### src/hdl/sar_adc_defines.vh
// constants for the successive-approximation converter control block
`ifndef SAR_ADC_DEFINES_VH
`define SAR_ADC_DEFINES_VH
// register byte offsets on the apb bus
`define OFS_CONTROL_MAIN   12'h000
`define OFS_CONFIG_FORMAT  12'h004
`define OFS_RESULT_HIGH    12'h008
`define OFS_RESULT_LOW     12'h00C
`define OFS_IRQ_CTRL       12'h010
// main control register fields
`define CM_POWER_BIT       0
`define CM_BUSY_BIT        2
`define CM_CHAN_LSB        3
`define CM_CLKLO_LSB       6
// configuration register fields
`define CF_MAP_LSB         0
`define CF_CLKHI_BIT       6
`define CF_JUSTIFY_BIT     7
// interrupt control register fields
`define IC_FLAG_BIT        0
`define IC_ENABLE_BIT      1
// reset values
`define RST_CONTROL_MAIN   8'h00
`define RST_CONFIG_FORMAT  8'h00
// conversion timing in bit periods
`define CONV_PERIODS       4'hC
`define WAIT_PERIODS       4'h2
`endif

### src/hdl/sar_adc_control.v
// apb register file and successive-approximation sequencer
`timescale 1ns/1ns
`include "sar_adc_defines.vh"
// register map, one byte per word, upper bits read zero
//   control main at 0x000: clock low bits, channel, busy, power
//   config format at 0x004: justify, clock high bit, pin map code
//   result high at 0x008, follows the current justification
//   result low at 0x00C, follows the current justification
//   interrupt control at 0x010: done flag, irq enable
//   any other address answers with slave error and zero data
//
// bus timing
//   ready rises in the access cycle of every transfer
//   read data is captured in the setup cycle
//   writes land at the end of the access cycle
//   no wait states are ever inserted
//
// conversion sequence
//   software powers the converter in one write
//   a later write with busy set starts the conversion
//   a start together with power-on is ignored
//   twelve bit periods follow, periods 1..10 decide bits
//   the last period loads the result and sets the flag
//   two bit periods of settling follow before idle
//   clearing busy or power mid-way aborts the conversion
//   an abort leaves the result pair untouched unless it falls on the completing tick
//
// clocking
//   bit periods come from the divider as one-cycle ticks
//   oscillator divides by 2 to 64, rc by RC_DIV cycles
//   in sleep only the rc source keeps ticking
//   a divided source in sleep stalls the sequencer
//
// hazards
//   the result pair has no reset, reads unknown after power-on
//   channel changes mid-conversion do not touch the held sample
//   hardware setting the flag wins over a software clear
//   the comparator is sampled one bit period after each new trial code, two cycles at osc/2
//

module sar_adc_control #(
    parameter RC_DIV = 100                  // system cycles per rc bit period
) (
    input  wire        sys_clk_in,          // system clock 25 mhz
    input  wire        rst_n_in,            // synchronous reset, active low
    input  wire        psel_in,             // apb select
    input  wire        penable_in,          // apb enable
    input  wire        pwrite_in,           // apb write
    input  wire [11:0] paddr_in,            // apb byte address
    input  wire [31:0] pwdata_in,           // apb write data
    output reg  [31:0] prdata_out,          // apb read data
    output reg         pready_out,          // apb ready
    output reg         pslverr_out,         // apb error, unmapped address
    input  wire        sleep_in,            // device is in sleep
    input  wire        comp_in,             // comparator: sample above dac
    output reg  [2:0]  channel_out,         // mux channel to sample/hold
    output reg         hold_out,            // high: hold cap disconnected
    output reg  [9:0]  dac_code_out,        // trial code to comparator dac
    output reg         power_out,           // analog power enable
    output reg  [7:0]  pin_analog_out,      // per pin, high means analog
    output reg         vref_pos_ext_out,    // high ref from input 3
    output reg         vref_neg_ext_out,    // low ref from input 2
    output reg         irq_out              // conversion interrupt request
);
    // state codes
    localparam ST_IDLE = 2'h0;              // acquiring or off
    localparam ST_CONV = 2'h1;              // converting
    localparam ST_WAIT = 2'h2;              // post-conversion wait

    reg  [7:0]  main_q;                     // control main register
    reg  [7:0]  cfg_q;                      // config format register
    reg  [9:0]  result_q;                   // ten-bit result, not reset
    reg         flag_q;                     // done flag
    reg         irq_en_q;                   // interrupt enable
    reg  [1:0]  state_q;                    // sequencer state
    reg  [3:0]  tad_cnt_q;                  // bit period counter
    reg  [9:0]  sar_q;                      // approximation register
    reg  [3:0]  bit_q;                      // bit under trial
    wire        tad_tick;                   // bit period enable
    wire [2:0]  clk_sel;                    // combined clock selection
    wire        bus_acc;                    // apb access phase
    wire        bus_wr;                     // apb write strobe
    wire        wr_main;                    // write main control
    wire        conv_done;                  // completion point
    wire        sw_abort;                   // software cleared busy
    wire        clock_ok;                   // clock usable now
    reg  [7:0]  map_w;                      // decoded pin map
    reg  [15:0] res_w;                      // justified result pair

    assign clk_sel  = {cfg_q[`CF_CLKHI_BIT], main_q[`CM_CLKLO_LSB+1:`CM_CLKLO_LSB]};
    assign bus_acc  = psel_in & penable_in;
    assign bus_wr   = bus_acc & pwrite_in;
    assign wr_main  = bus_wr && (paddr_in == `OFS_CONTROL_MAIN);
    // in sleep only the rc source keeps running
    assign clock_ok = !sleep_in || (clk_sel[1:0] == 2'h3);
    assign conv_done = (state_q == ST_CONV) && tad_tick
                       && (tad_cnt_q == `CONV_PERIODS - 4'h1);
    assign sw_abort = wr_main && !pwdata_in[`CM_BUSY_BIT] && (state_q == ST_CONV);

    // conversion clock divider
    sar_adc_tad_divider #(
        .RC_DIV       (RC_DIV)
    ) u_div (
        .sys_clk_in   (sys_clk_in),
        .rst_n_in     (rst_n_in),
        .run_in       (main_q[`CM_POWER_BIT] && clock_ok && state_q != ST_IDLE),
        .clk_sel_in   (clk_sel),
        .tad_tick_out (tad_tick)
    );

    // pin map decode per configuration code
    // bit n high marks pin n as analog input
    // reference pins count as non-analog in the map
    // codes 6 and 7 both turn every pin digital
    // codes 14 and 15 keep only input 0 analog
    always @* begin
        case (cfg_q[3:0])
            4'h0:    map_w = 8'hFF;         // all analog
            4'h1:    map_w = 8'hF7;
            4'h2:    map_w = 8'h1F;
            4'h3:    map_w = 8'h17;
            4'h4:    map_w = 8'h0B;
            4'h5:    map_w = 8'h03;
            4'h6:    map_w = 8'h00;         // all digital
            4'h7:    map_w = 8'h00;         // all digital
            4'h8:    map_w = 8'hF3;
            4'h9:    map_w = 8'h3F;
            4'hA:    map_w = 8'h37;
            4'hB:    map_w = 8'h33;
            4'hC:    map_w = 8'h13;
            4'hD:    map_w = 8'h03;
            4'hE:    map_w = 8'h01;
            default: map_w = 8'h01;
        endcase
    end

    // justified result pair, unused bits zero
    always @* begin
        if (cfg_q[`CF_JUSTIFY_BIT])
            res_w = {6'h00, result_q};      // right justified
        else
            res_w = {result_q, 6'h00};      // left justified
    end

    // control registers, flag and sequencer
    // idle: busy held low, start accepted only with power already on
    // conv: one bit decided per tick in periods 1..10, msb first, twelve ticks total
    // wait: two ticks of settling before the next start is taken
    // an abort enters wait straight away, the result untouched unless completion lands in the same cycle
    // power-off in wait drops back to idle at once
    // the tick counter restarts on every entry to conv or wait
    // trial code starts at mid scale, each decision sets the next bit
    // comparator low clears the bit under trial
    always @(posedge sys_clk_in) begin
        if (!rst_n_in) begin
            main_q    <= `RST_CONTROL_MAIN;
            cfg_q     <= `RST_CONFIG_FORMAT;
            flag_q    <= 1'b0;
            irq_en_q  <= 1'b0;
            state_q   <= ST_IDLE;           // abort any conversion
            tad_cnt_q <= 4'h0;
            sar_q     <= 10'h000;
            bit_q     <= 4'h9;
        end else begin
            // software writes, bit 1 never stored
            if (wr_main) begin
                main_q[7:3] <= pwdata_in[7:3];
                main_q[`CM_POWER_BIT] <= pwdata_in[`CM_POWER_BIT];
            end
            if (bus_wr && paddr_in == `OFS_CONFIG_FORMAT)
                cfg_q <= {pwdata_in[7:6], 2'h0, pwdata_in[3:0]};
            if (bus_wr && paddr_in == `OFS_IRQ_CTRL)
                irq_en_q <= pwdata_in[`IC_ENABLE_BIT];
            // flag: hardware set wins over software clear
            if (conv_done)
                flag_q <= 1'b1;
            else if (bus_wr && paddr_in == `OFS_IRQ_CTRL)
                flag_q <= pwdata_in[`IC_FLAG_BIT];
            // sequencer
            case (state_q)
                ST_IDLE: begin
                    main_q[`CM_BUSY_BIT] <= 1'b0;
                    if (wr_main && pwdata_in[`CM_BUSY_BIT] && main_q[`CM_POWER_BIT]
                        && pwdata_in[`CM_POWER_BIT]) begin
                        main_q[`CM_BUSY_BIT] <= 1'b1;
                        state_q   <= ST_CONV;
                        tad_cnt_q <= 4'h0;
                        sar_q     <= 10'h200;
                        bit_q     <= 4'h9;
                    end
                end
                ST_CONV: begin
                    if (sw_abort || (wr_main && !pwdata_in[`CM_POWER_BIT])) begin
                        main_q[`CM_BUSY_BIT] <= 1'b0;
                        state_q   <= ST_WAIT;
                        tad_cnt_q <= 4'h0;
                    end else if (tad_tick) begin
                        tad_cnt_q <= tad_cnt_q + 4'h1;
                        // periods 1..10 decide one bit each, msb first
                        if (tad_cnt_q >= 4'h1 && tad_cnt_q <= 4'hA) begin
                            if (!comp_in)
                                sar_q[bit_q] <= 1'b0;
                            if (bit_q != 4'h0)
                                sar_q[bit_q - 4'h1] <= 1'b1;
                            bit_q <= bit_q - 4'h1;
                        end
                        if (conv_done) begin
                            main_q[`CM_BUSY_BIT] <= 1'b0;
                            state_q   <= ST_WAIT;
                            tad_cnt_q <= 4'h0;
                        end
                    end
                end
                ST_WAIT: begin
                    main_q[`CM_BUSY_BIT] <= 1'b0;
                    if (!main_q[`CM_POWER_BIT])
                        state_q <= ST_IDLE;
                    else if (tad_tick) begin
                        tad_cnt_q <= tad_cnt_q + 4'h1;
                        if (tad_cnt_q == `WAIT_PERIODS - 4'h1)
                            state_q <= ST_IDLE;
                    end
                end
                default: state_q <= ST_IDLE;
            endcase
        end
    end

    // result pair: loaded on completion or by software, no reset
    // completion wins over a software write in the same cycle
    // software writes place bits by the current justification
    // reset is only a gate here, never a value
    always @(posedge sys_clk_in) begin
        if (rst_n_in && conv_done)
            result_q <= sar_q;
        else if (rst_n_in && bus_wr && paddr_in == `OFS_RESULT_HIGH)
            result_q <= cfg_q[`CF_JUSTIFY_BIT] ? {pwdata_in[1:0], result_q[7:0]}
                                               : {pwdata_in[7:0], result_q[1:0]};
        else if (rst_n_in && bus_wr && paddr_in == `OFS_RESULT_LOW)
            result_q <= cfg_q[`CF_JUSTIFY_BIT] ? {result_q[9:8], pwdata_in[7:0]}
                                               : {result_q[9:2], pwdata_in[7:6]};
    end

    // apb answer, one access cycle, registered read data
    // setup cycle decodes the address and captures read data
    // ready and error stand for the access cycle only
    // unused upper bits of every register read as zero
    // unmapped reads return zero with the error flag
    always @(posedge sys_clk_in) begin
        if (!rst_n_in) begin
            prdata_out  <= 32'h0000_0000;
            pready_out  <= 1'b0;
            pslverr_out <= 1'b0;
        end else begin
            pready_out  <= psel_in && !penable_in;
            pslverr_out <= 1'b0;
            prdata_out  <= 32'h0000_0000;
            if (psel_in && !penable_in) begin
                case (paddr_in)
                    `OFS_CONTROL_MAIN:  prdata_out <= {24'h0, main_q & 8'hFD};
                    `OFS_CONFIG_FORMAT: prdata_out <= {24'h0, cfg_q & 8'hCF};
                    `OFS_RESULT_HIGH:   prdata_out <= {24'h0, res_w[15:8]};
                    `OFS_RESULT_LOW:    prdata_out <= {24'h0, res_w[7:0]};
                    `OFS_IRQ_CTRL:      prdata_out <= {30'h0, irq_en_q, flag_q};
                    default:            pslverr_out <= 1'b1;
                endcase
            end
        end
    end

    // analog side outputs, all registered
    // every output but irq_out lags its register by one clock
    // reset drives every shared pin to analog input
    // hold stays high for the whole conversion
    // interrupt request follows flag and enable
    always @(posedge sys_clk_in) begin
        if (!rst_n_in) begin
            channel_out      <= 3'h0;
            hold_out         <= 1'b0;
            dac_code_out     <= 10'h000;
            power_out        <= 1'b0;
            pin_analog_out   <= 8'hFF;
            vref_pos_ext_out <= 1'b0;
            vref_neg_ext_out <= 1'b0;
            irq_out          <= 1'b0;
        end else begin
            channel_out      <= main_q[`CM_CHAN_LSB+2:`CM_CHAN_LSB];
            hold_out         <= (state_q == ST_CONV);
            dac_code_out     <= sar_q;
            power_out        <= main_q[`CM_POWER_BIT];
            pin_analog_out   <= map_w;
            // external references per map code
            vref_pos_ext_out <= (cfg_q[3:0] == 4'h1) || (cfg_q[3:0] == 4'h3)
                                || (cfg_q[3:0] == 4'h5) || (cfg_q[3] && cfg_q[3:0] != 4'h9
                                && cfg_q[3:0] != 4'hE);
            vref_neg_ext_out <= (cfg_q[3:0] == 4'h8) || (cfg_q[3:0] == 4'hB)
                                || (cfg_q[3:0] == 4'hC) || (cfg_q[3:0] == 4'hD)
                                || (cfg_q[3:0] == 4'hF);
            irq_out          <= (flag_q || conv_done) && irq_en_q;
        end
    end
endmodule // sar_adc_control

### src/hdl/sar_adc_tad_divider.v
// conversion clock enable generator: oscillator divide or internal rc tick
`timescale 1ns/1ns
module sar_adc_tad_divider #(
    parameter RC_DIV = 100                  // system cycles per rc bit period
) (
    input  wire       sys_clk_in,           // system clock
    input  wire       rst_n_in,             // synchronous reset, active low
    input  wire       run_in,               // divider runs while high
    input  wire [2:0] clk_sel_in,           // high bit plus two low bits
    output reg        tad_tick_out          // one-cycle bit period enable
);
    reg  [7:0] div_q;                       // oscillator divide counter
    reg  [7:0] last_w;                      // terminal count for selection
    // pick terminal count per selection code
    always @* begin
        case (clk_sel_in)
            3'h0:    last_w = 8'h01;        // osc/2
            3'h1:    last_w = 8'h07;        // osc/8
            3'h2:    last_w = 8'h1F;        // osc/32
            3'h4:    last_w = 8'h03;        // osc/4
            3'h5:    last_w = 8'h0F;        // osc/16
            3'h6:    last_w = 8'h3F;        // osc/64
            default: last_w = RC_DIV[7:0] - 8'h01; // internal rc clock
        endcase
    end
    // count and emit one tick per period
    always @(posedge sys_clk_in) begin
        if (!rst_n_in || !run_in) begin
            div_q        <= 8'h00;
            tad_tick_out <= 1'b0;
        end else if (div_q >= last_w) begin
            div_q        <= 8'h00;
            tad_tick_out <= 1'b1;
        end else begin
            div_q        <= div_q + 8'h01;
            tad_tick_out <= 1'b0;
        end
    end
endmodule // sar_adc_tad_divider

### config.mk
export PLATFORM = sky130hd
export DESIGN_NAME = sar_adc_control
export DESIGN_NICKNAME = d
export VERILOG_FILES = /design/src/hdl/sar_adc_control.v /design/src/hdl/sar_adc_tad_divider.v
export VERILOG_INCLUDE_DIRS = /design/src /design/src/hdl
export SDC_FILE = /design/constraint.sdc
export NUM_CORES = 1
export LEC_CHECK = 0
export BUFFER_PORTS_ARGS = -buffer_cell sky130_fd_sc_hd__buf_2
export CAP_MARGIN = 0
export CORE_AREA = 2 2 106 108
export CTS_BUF_LIST = sky130_fd_sc_hd__clkbuf_8
export DETAILED_ROUTE_END_ITERATION = 16
export DIE_AREA = 0 0 108 110
export GPL_TIMING_DRIVEN = 0
export PLACE_DENSITY = 0.72
export SKIP_LAST_GASP = 1
export SLEW_MARGIN = 20
export SYNTH_ARGS = -nofsm -noshare
export SYNTH_HDL_FRONTEND = slang
export SYNTH_SLANG_ARGS = --single-unit
### constraint.sdc
create_clock -name sys_clk_in -period 3.22 [get_ports sys_clk_in]
set_clock_uncertainty 0.1 [all_clocks]
set_input_delay 0.644 -clock sys_clk_in [delete_from_list [all_inputs] [get_ports sys_clk_in]]
set_output_delay 0.644 -clock sys_clk_in [all_outputs]
set_load 0.02 [all_outputs]
==> reports/metrics.csv, run 1 <==
metric,value,unit
slew_headroom,58.12,%
yosys.area.top_type,dfxtp_1,
fin_crit_sh,96.03,%
holdBufCountCts,0,
dp_hpwl,8760,um
initial_core_util,44.51,%
critPathLaunchType,input port,
clkTransAtPathRegs,0.10,ns
rsz0062_at_grt,true,
rows,38,
whs_endpoint,main_q[5]$_SDFFE_PN0N_,
numCtsBuffers,9,
p_clk_share,38.1,%
hold_viol,0,
grt_pass1_vias,3709,
setup_viol,0,
worst_hold_path_type,flip-flop to flip-flop,
dr.pass1.iters,5,
cp_max_fo,9,
ys_ff_latch,89,
r2r_end,u_div.div_q[7]$_SDFF_PP0_,
num_vias,4106,
ys_warn_count,0,
core-area,10700,sq um
async_reset_ff_share,0,%
hold_depth,2,
die_w,108,um
status,finished clean,
layout-drive-gt1-share,19.47,%
vias_per_cell,5.284,
dieArea,11880,sq um
grt_pass1_wl,18670,um
postSynthCellCount,538,
n_antenna_cell,0,
arrival,3.27,ns
peakVddDrop,186.4,uV
synthDistinctLibCells,65,
switching_share,27.19,%
power.leakage,2.238,nW
p_seq_share,52.5,%
worstSetupPathType,input port to flip-flop,
syn_area_per_cell,8.851,sq um
combPwrFrac,9.4,%
die_h,110,um
hold_ws,0.3674,ns
clock_path_buffers,2,
worstPathRequired,3.40,ns
synth.most_common_cell,dfxtp_1,
reg2reg_slack,0.27,ns
synthTopCellsByCount,"79 x dfxtp_1, 51 x nand2_1, 45 x nor2_1",
htreeDepth,3,
p_total,0.002147,W
post_drt_wl_per_cell,15.05,um
syn2layout_area_growth,16.34,%
synth_flop_cell,dfxtp_1,
ys_seq_area_share,39.52,%
timing.final.crit_period,3.092,ns
cellPowerDensity,387.6,nW/um^2
synth_area,4762,sq um
drc,0,
post-cts-setup-buffers,0,
cts_tree,yes,
root_buffer,clkbuf_8,
switchingPower,0.0005839,W
final_nets,711,
cts.sinks,89,
tns,0,ns
synth_top_cell_area_share,33.21,%
min_from,main_q[5]$_SDFFE_PN0N_,
worstSetupEndpointType,flip-flop,
gp_congestion,0.9224,
timing.rr.start,main_q[7]$_SDFFE_PN0N_,
p_int,0.001563,W
timing.final.max_slew_violations,0,
overflow,0,
cts_resized,0,
numPortBuffers,60,
grtUsageTotal,20.23,%
tightest_slew,0.6256,ns
reg2regPathDepth,13,
max_freq,323.4,MHz
antenna_found_initial,0,
ant_nets,0,
synth_area_leaders,"dfxtp_1 33%, ha_1 7.4%, edfxtp_1 6.3%, a21oi_1 4.1%, nand2_1 4.0%",
drv_cap,0,
clkLatencyLatePin,0.37,ns
synth_edf_count,10,
wirelength,11690,um
drt-initial-drc-count,189,
grt_max_degree,18,
ios,111,
power by group through the flow:
stage / clock network (W) / registers [W] / logic, W
2_1_floorplan: 0 / 0.00116 / 0.000137
3_3_place_gp: 0 / 0.00115 / 0.000196
3_5_place_dp: 0 / 0.00115 / 0.000199
4_1_cts: 0.000826 / 0.00113 / 0.000200
5_1_grt: 0.000879 / 0.00113 / 0.000221
6_report: 0.000818 / 0.00113 / 0.000203
cell families (layout without fill, tap and decap cells):
family / after synthesis / in the layout / share of synthesized area (%)
multiplexers: 18 / 18 / 3.915
XOR/XNOR: 6 / 6 / 1.104
AO/OA/AOI/OAI: 127 / 127 / 18.08
flip-flops: 89 / 89 / 39.52
other: 1 / 24 / 0.07875
AND/OR/NAND/NOR: 189 / 189 / 21.31
buffers and inverters: 80 / 156 / 8.644
adder cells (fa/ha/maj): 28 / 28 / 7.357
how the worst max path moves through the flow:
stage	start	to	slack (ns)	cells past startpoint
CTS	main_q[7]$_SDFFE_PN0N_	u_div.div_q[7]$_SDFF_PP0_	0.17	13
detailed placement	paddr_in[7]	result_q[3]$_DFFE_PP_	-0.19	8
finish	paddr_in[4]	sar_q[9]$_SDFFE_PN0P_	0.13	7
floorplan	paddr_in[7]	tad_cnt_q[0]$_SDFFE_PN0P_	0.34	8
global placement	paddr_in[4]	sar_q[9]$_SDFFE_PN0P_	-0.12	7
global route	main_q[7]$_SDFFE_PN0N_	u_div.div_q[5]$_SDFF_PP0_	-0.009	13
final cells by class:
| type | count | area (sq um) |
|---|---|---|
| fillers | 1048 | 5157 |
| clock inverters | 7 | 82.58 |
| well taps | 140 | 175.2 |
| flip-flops and latches | 89 | 1883 |
| clock buffers | 9 | 123.9 |
| plain buffers | 50 | 299.0 |
| multi-input cells | 392 | 2564 |
| repair buffers | 60 | 300.3 |
| inverters | 30 | 112.6 |
state kept, by name, indices dropped and copies added (netlist names), 2 cells and up:
register and flops:
dac_code_out 10, result_q 10, sar_q 10, prdata_out 8
u_div.div_q 8, main_q 7, pin_analog_out 7, cfg_q 6
bit_q 4, tad_cnt_q 4, channel_out 3, state_q 2
worst max-delay path, cell delays in order:
cell and delay (ns):
buf_2 0.11, or4_4 0.60, nor4_4 0.37, nand4_1 0.36
nand3b_2 0.46, a2111o_1 0.50, a32o_1 0.21
per-layer routing:
layer / up-vias / track usage, % / wire, um
li1: 2054 / - / -
met1: 1911 / 26.47 / 5396
met2: 122 / 33.74 / 5474
met3: 19 / 3.645 / 590
met4: 0 / 7.051 / 231
met5: - / 0 / 0
metrics by stage:
step	setup WS (ns)	std cells	util [%]	instance area, sq um
finish	0.1277	777	51.79	5540
global route	-0.008936	777	51.79	5540
CTS	0.1747	777	51.70	5530
detailed placement	-0.1903	761	49.77	5324
global placement	-0.1243	761	49.77	5324
floorplan	0.3418	561	-	4848
layout by cell type, fill, tap and decap left out, types with 5 or more instances in the layout:
| cell | count |
|---|---|
| edfxtp_1 | 10 |
| a211oi_1 | 6 |
| a21oi_1 | 39 |
| o31ai_1 | 8 |
| nand3_1 | 15 |
| and3_1 | 5 |
| nor3b_1 | 9 |
| ha_1 | 28 |
| nand4_1 | 6 |
| o21ai_0 | 19 |
| dfxtp_1 | 78 |
| nor3_1 | 8 |
| a31oi_1 | 10 |
| nor2_1 | 45 |
| mux2i_1 | 13 |
| buf_4 | 25 |
| nand2b_1 | 6 |
| clkbuf_1 | 20 |
| and2_1 | 12 |
| clkbuf_8 | 9 |
| nor2b_1 | 7 |
| conb_1 | 24 |
| a21o_1 | 6 |
| inv_1 | 29 |
| nand2_1 | 51 |
| buf_2 | 62 |
(Power assumes the default switching activity.)
==> run 2, diff against run 1 <==
--- a/config.mk
+++ b/config.mk
@@ -8,12 +8,13 @@
 export LEC_CHECK = 0
 export BUFFER_PORTS_ARGS = -buffer_cell sky130_fd_sc_hd__buf_2
 export CAP_MARGIN = 0
-export CORE_AREA = 2 2 106 108
+export CORE_AREA = 2 2 112 103
 export CTS_BUF_LIST = sky130_fd_sc_hd__clkbuf_8
 export DETAILED_ROUTE_END_ITERATION = 16
-export DIE_AREA = 0 0 108 110
+export DIE_AREA = 0 0 114 105
 export GPL_TIMING_DRIVEN = 0
 export PLACE_DENSITY = 0.72
+export RECOVER_POWER = 25
 export SKIP_LAST_GASP = 1
 export SLEW_MARGIN = 20
 export SYNTH_ARGS = -nofsm -noshare
==> reports/metrics.csv, run 2 (same netlist as run 1, synthesis figures left out) <==
metric,value,unit,change
status,finished clean,,
final_nets,711,,unchanged
die_w,114,um,+5.6%
tightest_slew,0.6833,ns,+0.05776 ns
dp.cells,754,,-0.92%
critPathLaunchType,input port,,
num_vias,4163,,+1.4%
die_h,105,um,-4.5%
cp_max_fo,9,,unchanged
combPwrFrac,9.9,%,+0.5 points
initial_core_util,44.42,%,-0.094 points
drv_cap,0,,unchanged
cts.sinks,89,,unchanged
overflow,0,,unchanged
final_common_cell,dfxtp_1,,
worstSetupPathType,input port to flip-flop,,
worst_hold_path_type,flip-flop to flip-flop,,
fin_crit_sh,95.47,%,-0.56 points
timing.final.crit_period,3.074,ns,-0.01810 ns
slew_headroom,54.25,%,-3.9 points
stdcell_count,770,,-0.90%
worstSetupEndpointType,flip-flop,,
post_drt_wl_per_cell,15.36,um,+2.1%
numPortBuffers,60,,unchanged
drt-initial-drc-count,397,,+110%
grtUsageTotal,20.10,%,-0.13 points
holdBufCountCts,0,,unchanged
syn2layout_area_growth,14.82,%,
post-cts-setup-buffers,0,,unchanged
ant_nets,0,,unchanged
peakVddDrop,182.1,uV,-2.3%
power.leakage,2.134,nW,-4.6%
reg2regPathDepth,13,,unchanged
p_clk_share,34.7,%,-3.4 points
fill_cells,1040,,-0.76%
cts_tree,yes,,
p_int,0.001470,W,-6.0%
crit_chain,"buf_2, or4_4, nor4_4, nand4_1, nand3b_2, a2111o_1, a32o_1",,
crit_slowest_cell,or4_4,,
layout-drive-gt1-share,16.33,%,-3.1 points
hold_depth,2,,unchanged
clock_path_buffers,2,,unchanged
dieArea,11970,sq um,+0.76%
p_seq_share,55.4,%,+2.9 points
cellPowerDensity,372.2,nW/um^2,-4.0%
clkTransAtPathRegs,0.09,ns,about the same
root_buffer,clkbuf_8,,
dr.pass1.iters,4,,-1
n_antenna_cell,0,,unchanged
reg_top3,"dac_code_out: 10 flops, result_q: 10 flops, sar_q: 10 flops",,
antenna_found_initial,0,,unchanged
arrival,3.25,ns,-0.02 ns
switchingPower,0.0005653,W,-3.2%
rows,36,,-5.3%
htreeDepth,3,,unchanged
clkLatencyLatePin,0.38,ns,about the same
grt_pass1_vias,3859,,+4.0%
grt_pass1_wl,19030,um,+1.9%
numCtsBuffers,9,,unchanged
wirelength,11830,um,+1.1%
hold_viol,0,,unchanged
worstPathRequired,3.40,ns,about the same
setup_viol,0,,unchanged
timing.final.max_slew_violations,0,,unchanged
dp_hpwl,8900,um,+1.6%
vias_per_cell,5.406,,+2.3%
final_cell_mix,"78 x dfxtp_1, 51 x nand2_1, 45 x nor2_1",,
critPathMaxStageDelay,0.60,ns,about the same
register_area,1883,sq um,unchanged
fin_util,51.00,%,-0.79 points
drc,0,,unchanged
cts_resized,0,,unchanged
multi_input_area,2560,sq um,-0.15%
gp_congestion,0.9406,,+2.0%
switching_share,27.78,%,+0.59 points
grt_max_degree,16,,-2
max_freq,325.3,MHz,+0.59%
ios,111,,unchanged
core-area,10720,sq um,+0.21%
## run 2: critical path, delay by kind of cell
family,cells,cell delay (ns)
and+or+nand+nor,4,1.79
AOI/OAI and AO/OA,2,0.69
buffers and inverters,1,0.12
## run 2: power by group through the flow
| stage | Clock [W] | Sequential (W) | Combinational (W) |
|---|---|---|---|
| detailed placement | 0 | 0.00115 | 0.000198 |
| global placement | 0 | 0.00115 | 0.000195 |
| global route | 0.000752 | 0.00113 | 0.000220 |
| finish | 0.000706 | 0.00113 | 0.000202 |
| CTS | 0.000704 | 0.00113 | 0.000198 |
| floorplan | 0 | 0.00116 | 0.000137 |
## run 2: path summary, 6_finish.rpt
path                            slack [ns]                    from                         to
worst min register to register        0.36  main_q[4]$_SDFFE_PN0N_     main_q[4]$_SDFFE_PN0N_
worst max register to register        0.29  main_q[7]$_SDFFE_PN0N_  u_div.div_q[6]$_SDFF_PP0_
worst max-delay path                  0.15             paddr_in[4]      sar_q[9]$_SDFFE_PN0P_
worst min-delay path                  0.36  main_q[4]$_SDFFE_PN0N_     main_q[4]$_SDFFE_PN0N_
## run 2: layout make-up
cell class	count	share of cell area [%]
well taps	133	3.043
clock buffers	9	2.265
repair buffers	60	5.034
flip-flops and latches	89	34.44
inverters	30	2.059
plain buffers	50	5.469
multi-input cells	392	46.82
clock inverters	7	0.8696
## run 2: per-layer routing
layer | track usage, % | vias to the layer above | part of all wire [%]
met1 | 25.69 | 1923 | 45
li1 | - | 2058 | -
met5 | 0 | - | 0
met2 | 31.76 | 157 | 45
met3 | 5.452 | 25 | 7.7
met4 | 8.624 | 0 | 2.7
## run 2: per-stage QoR
step	TNS, ns	hold WS [ns]	instance area (sq um)	power [W]	setup WS, ns
3_5_place_dp	-1.673	0.3470	5315	0.001351	-0.1721
3_3_place_gp	-1.030	0.3407	5315	0.001347	-0.1619
5_1_grt	-0.01447	0.3883	5468	0.002100	-0.01447
4_1_cts	0	0.3592	5487	0.002029	0.2071
6_report	0	0.3634	5468	0.002035	0.1458
2_1_floorplan	0	0.3251	4848	0.001292	0.3418
==> run 3, diff against run 2 <==
--- a/config.mk
+++ b/config.mk
@@ -19,4 +19,5 @@
 export SLEW_MARGIN = 20
 export SYNTH_ARGS = -nofsm -noshare
 export SYNTH_HDL_FRONTEND = slang
+export SYNTH_HIERARCHICAL = 1
 export SYNTH_SLANG_ARGS = --single-unit
==> constraint.sdc (replaced) <==
create_clock -name sys_clk_in -period 3.3 [get_ports sys_clk_in]
set_clock_uncertainty 0.1 [all_clocks]
set_input_delay 0.66 -clock sys_clk_in [delete_from_list [all_inputs] [get_ports sys_clk_in]]
set_output_delay 0.66 -clock sys_clk_in [all_outputs]
set_load 0.02 [all_outputs]
==> reports/metrics.csv, run 3 <==
metric,value,unit,change
min_from,u_div/div_q[0]$_SDFF_PP0_,,
worstSetupEndpointType,flip-flop,,
synthTopCellsByCount,"79 x dfxtp_1, 52 x nand2_1, 48 x nor2_1",,
stdcell_count,777,,+0.91%
post-cts-setup-buffers,0,,unchanged
tns,0,ns,unchanged
numPortBuffers,62,,+3.3%
synth_edf_count,10,,unchanged
num_vias,4144,,-0.46%
setup_viol,0,,unchanged
arrival,2.91,ns,-0.34 ns
core-area,10720,sq um,unchanged
crit_chain,"clkbuf_1, clkbuf_1, clkbuf_1, clkbuf_1, nand2_1, o21ai_0",,
clkLatencyLatePin,0.37,ns,about the same
p_total,0.002056,W,+1.0%
cp.depth,6,,-1
tightest_slew,0.8011,ns,+0.1178 ns
reg2regPathDepth,9,,-4
ant_nets,0,,unchanged
drc,0,,unchanged
synthDistinctLibCells,67,,+3.1%
max_freq,333.1,MHz,
layout-drive-gt1-share,15.22,%,-1.1 points
cellPowerDensity,371.0,nW/um^2,-0.32%
ys_warn_count,6,,+6
switching_share,23.05,%,-4.7 points
peakVddDrop,241.6,uV,+33%
synth_area_leaders,"dfxtp_1 33%, ha_1 6.8%, edfxtp_1 6.3%, buf_4 4.1%, nand2_1 4.1%",,
p_clk_share,41.2,%,+6.5 points
synth_area,4787,sq um,+0.53%
grt.busiest_layer,met2,,
p_int,0.001582,W,+7.7%
slew_headroom,46.03,%,-8.2 points
dieArea,11970,sq um,unchanged
dp_hpwl,9020,um,+1.4%
reg_top3,"dac_code_out: 10 flops, result_q: 10 flops, sar_q: 10 flops",,
critPathLaunch,rst_n_in,,
cts.sinks,89,,unchanged
ys_seq_area_share,39.31,%,-0.21 points
worst_hold_path_type,flip-flop to flip-flop,,
grtUsageMet1,27.73,%,+2.0 points
critPathMaxStageDelay,0.52,ns,-0.08 ns
post_drt_wl_per_cell,15.44,um,+0.49%
timing.rr.start,state_q[1]$_SDFFE_PN0P_,,
root_buffer,clkbuf_8,,
hold_viol,0,,unchanged
grt_pass1_vias,3948,,+2.3%
critPathLaunchType,input port,,
rsz0062_at_grt,false,,
cp_top_family,buffers and inverters,,
wirelength,11990,um,+1.4%
p_seq_share,53.1,%,-2.3 points
cp_common_cell,clkbuf_1,,
setup_ws,0.2977,ns,+0.1518 ns
timing.final.max_slew_violations,0,,unchanged
yosys.area.top_type,dfxtp_1,,
grt_pass1_wl,19560,um,+2.8%
path_buf_inv,4,,+3
vias_per_cell,5.333,,-1.4%
cp_max_fo,10,,+1
grtUsageTotal,20.60,%,+0.50 points
power.leakage,2.225,nW,+4.3%
cts_tree,yes,,
grt_max_degree,16,,unchanged
initial_core_util,44.65,%,+0.23 points
met3_usage,4.524,%,-0.93 points
final_common_cell,dfxtp_1,,
worstPathRequired,3.21,ns,-0.19 ns
final_cell_mix,"79 x dfxtp_1, 52 x nand2_1, 49 x clkbuf_1",,
drv_cap,0,,unchanged
fin_crit_sh,90.98,%,
holdBufCountCts,0,,unchanged
overflow,0,,unchanged
switchingPower,0.0004738,W,-16%
synth_top_cell_area_share,33.04,%,-0.17 points
syn_area_per_cell,8.816,sq um,-0.40%
ys_ff_latch,89,,unchanged
dr.pass1.iters,4,,unchanged
drt-initial-drc-count,264,,-34%
hold_depth,1,,-1
synth_flop_cell,dfxtp_1,,
synth.most_common_cell,dfxtp_1,,
dpl_worst_slack,0.08349,ns,+0.2556 ns
n_antenna_cell,0,,unchanged
clock_path_buffers,2,,unchanged
combPwrFrac,5.8,%,-4.1 points
die_h,105,um,unchanged
async_reset_ff_share,0,%,unchanged
antenna_found_initial,0,,unchanged
rows,36,,unchanged
crit_slowest_cell,clkbuf_1,,
status,finished clean,,
cts_resized,0,,unchanged
die_w,114,um,unchanged
htreeDepth,3,,unchanged
dp.cells,761,,+0.93%
numCtsBuffers,9,,unchanged
postSynthCellCount,543,,+0.93%
syn2layout_area_growth,15.76,%,
timing.final.crit_period,3.002,ns,
hold_ws,0.3669,ns,+0.003475 ns
use_met2,32.70,%,+0.94 points
clkTransAtPathRegs,0.09,ns,about the same
ios,111,,unchanged
gp_congestion,0.9194,,-2.3%
final_nets,716,,+0.70%
worstSetupPathType,input port to flip-flop,,
-- run 3: changes by cell type after synthesis, moves of 5 or more --
cell and delta:
a21oi_1 -14, and2_1 +5, inv_1 -13, nor3b_1 -6, a2bb2oi_1 +6, and3_1 +6, nand3_1 +9, nor3_1 +5
a211oi_1 -5, o21a_1 +6, o21ai_0 +7
-- run 3: cells by family (layout without fill, tap and decap cells) --
logic type	after synthesis	after routing	share of synthesized area [%]
multiplexers	19	19	4.077
AND/OR/NAND/NOR	217	217	23.63
buffers and inverters	67	145	7.527
AO/OA/AOI/OAI	116	116	17.12
other	1	24	0.07834
adder cells (fa/ha/maj)	26	26	6.796
flip-flops	89	89	39.31
XOR/XNOR	8	8	1.464
-- run 3: final timing paths --
path                                    end  slack, ns
setup / recovery      result_q[6]$_DFFE_PP_       0.30
hold / removal    u_div/div_q[0]$_SDFF_PP0_       0.37
setup reg to reg      bit_q[0]$_SDFFE_PN1P_       0.84
hold reg to reg   u_div/div_q[0]$_SDFF_PP0_       0.37
-- run 3: layout make-up --
cell class | count | area [sq um]
Inverter | 16 | 60.06
Clock inverter | 6 | 90.09
Sequential cell | 89 | 1882
Clock buffer | 10 | 137.6
Buffer | 51 | 300.3
Tap cell | 133 | 166.4
Fill cell | 1048 | 5179
Timing Repair Buffer | 62 | 274.0
Multi-Input combinational cell | 410 | 2631
-- run 3: power by group through the flow --
stage | sequential [W] | combinational [W] | clock (W)
2_1_floorplan | 0.00112 | 0.0000724 | 0
3_3_place_gp | 0.00112 | 0.000116 | 0
3_5_place_dp | 0.00112 | 0.000116 | 0
4_1_cts | 0.00109 | 0.000117 | 0.000862
5_1_grt | 0.00109 | 0.000127 | 0.000902
6_report | 0.00109 | 0.000118 | 0.000846
-- run 3: metrics by stage --
step / cell area, sq um / utilization (%)
after global routing: 5542 / 51.69
final: 5542 / 51.69
after CTS: 5578 / 52.03
after detailed placement: 5350 / 49.91
after global placement: 5350 / 49.91
after floorplan: 4873 / -
-- run 3: routing by layer --
metal,part of all wire [%],wire (um)
met5,0,0
met4,1.8,213
met3,6.6,793
met2,45,5412
met1,46,5575
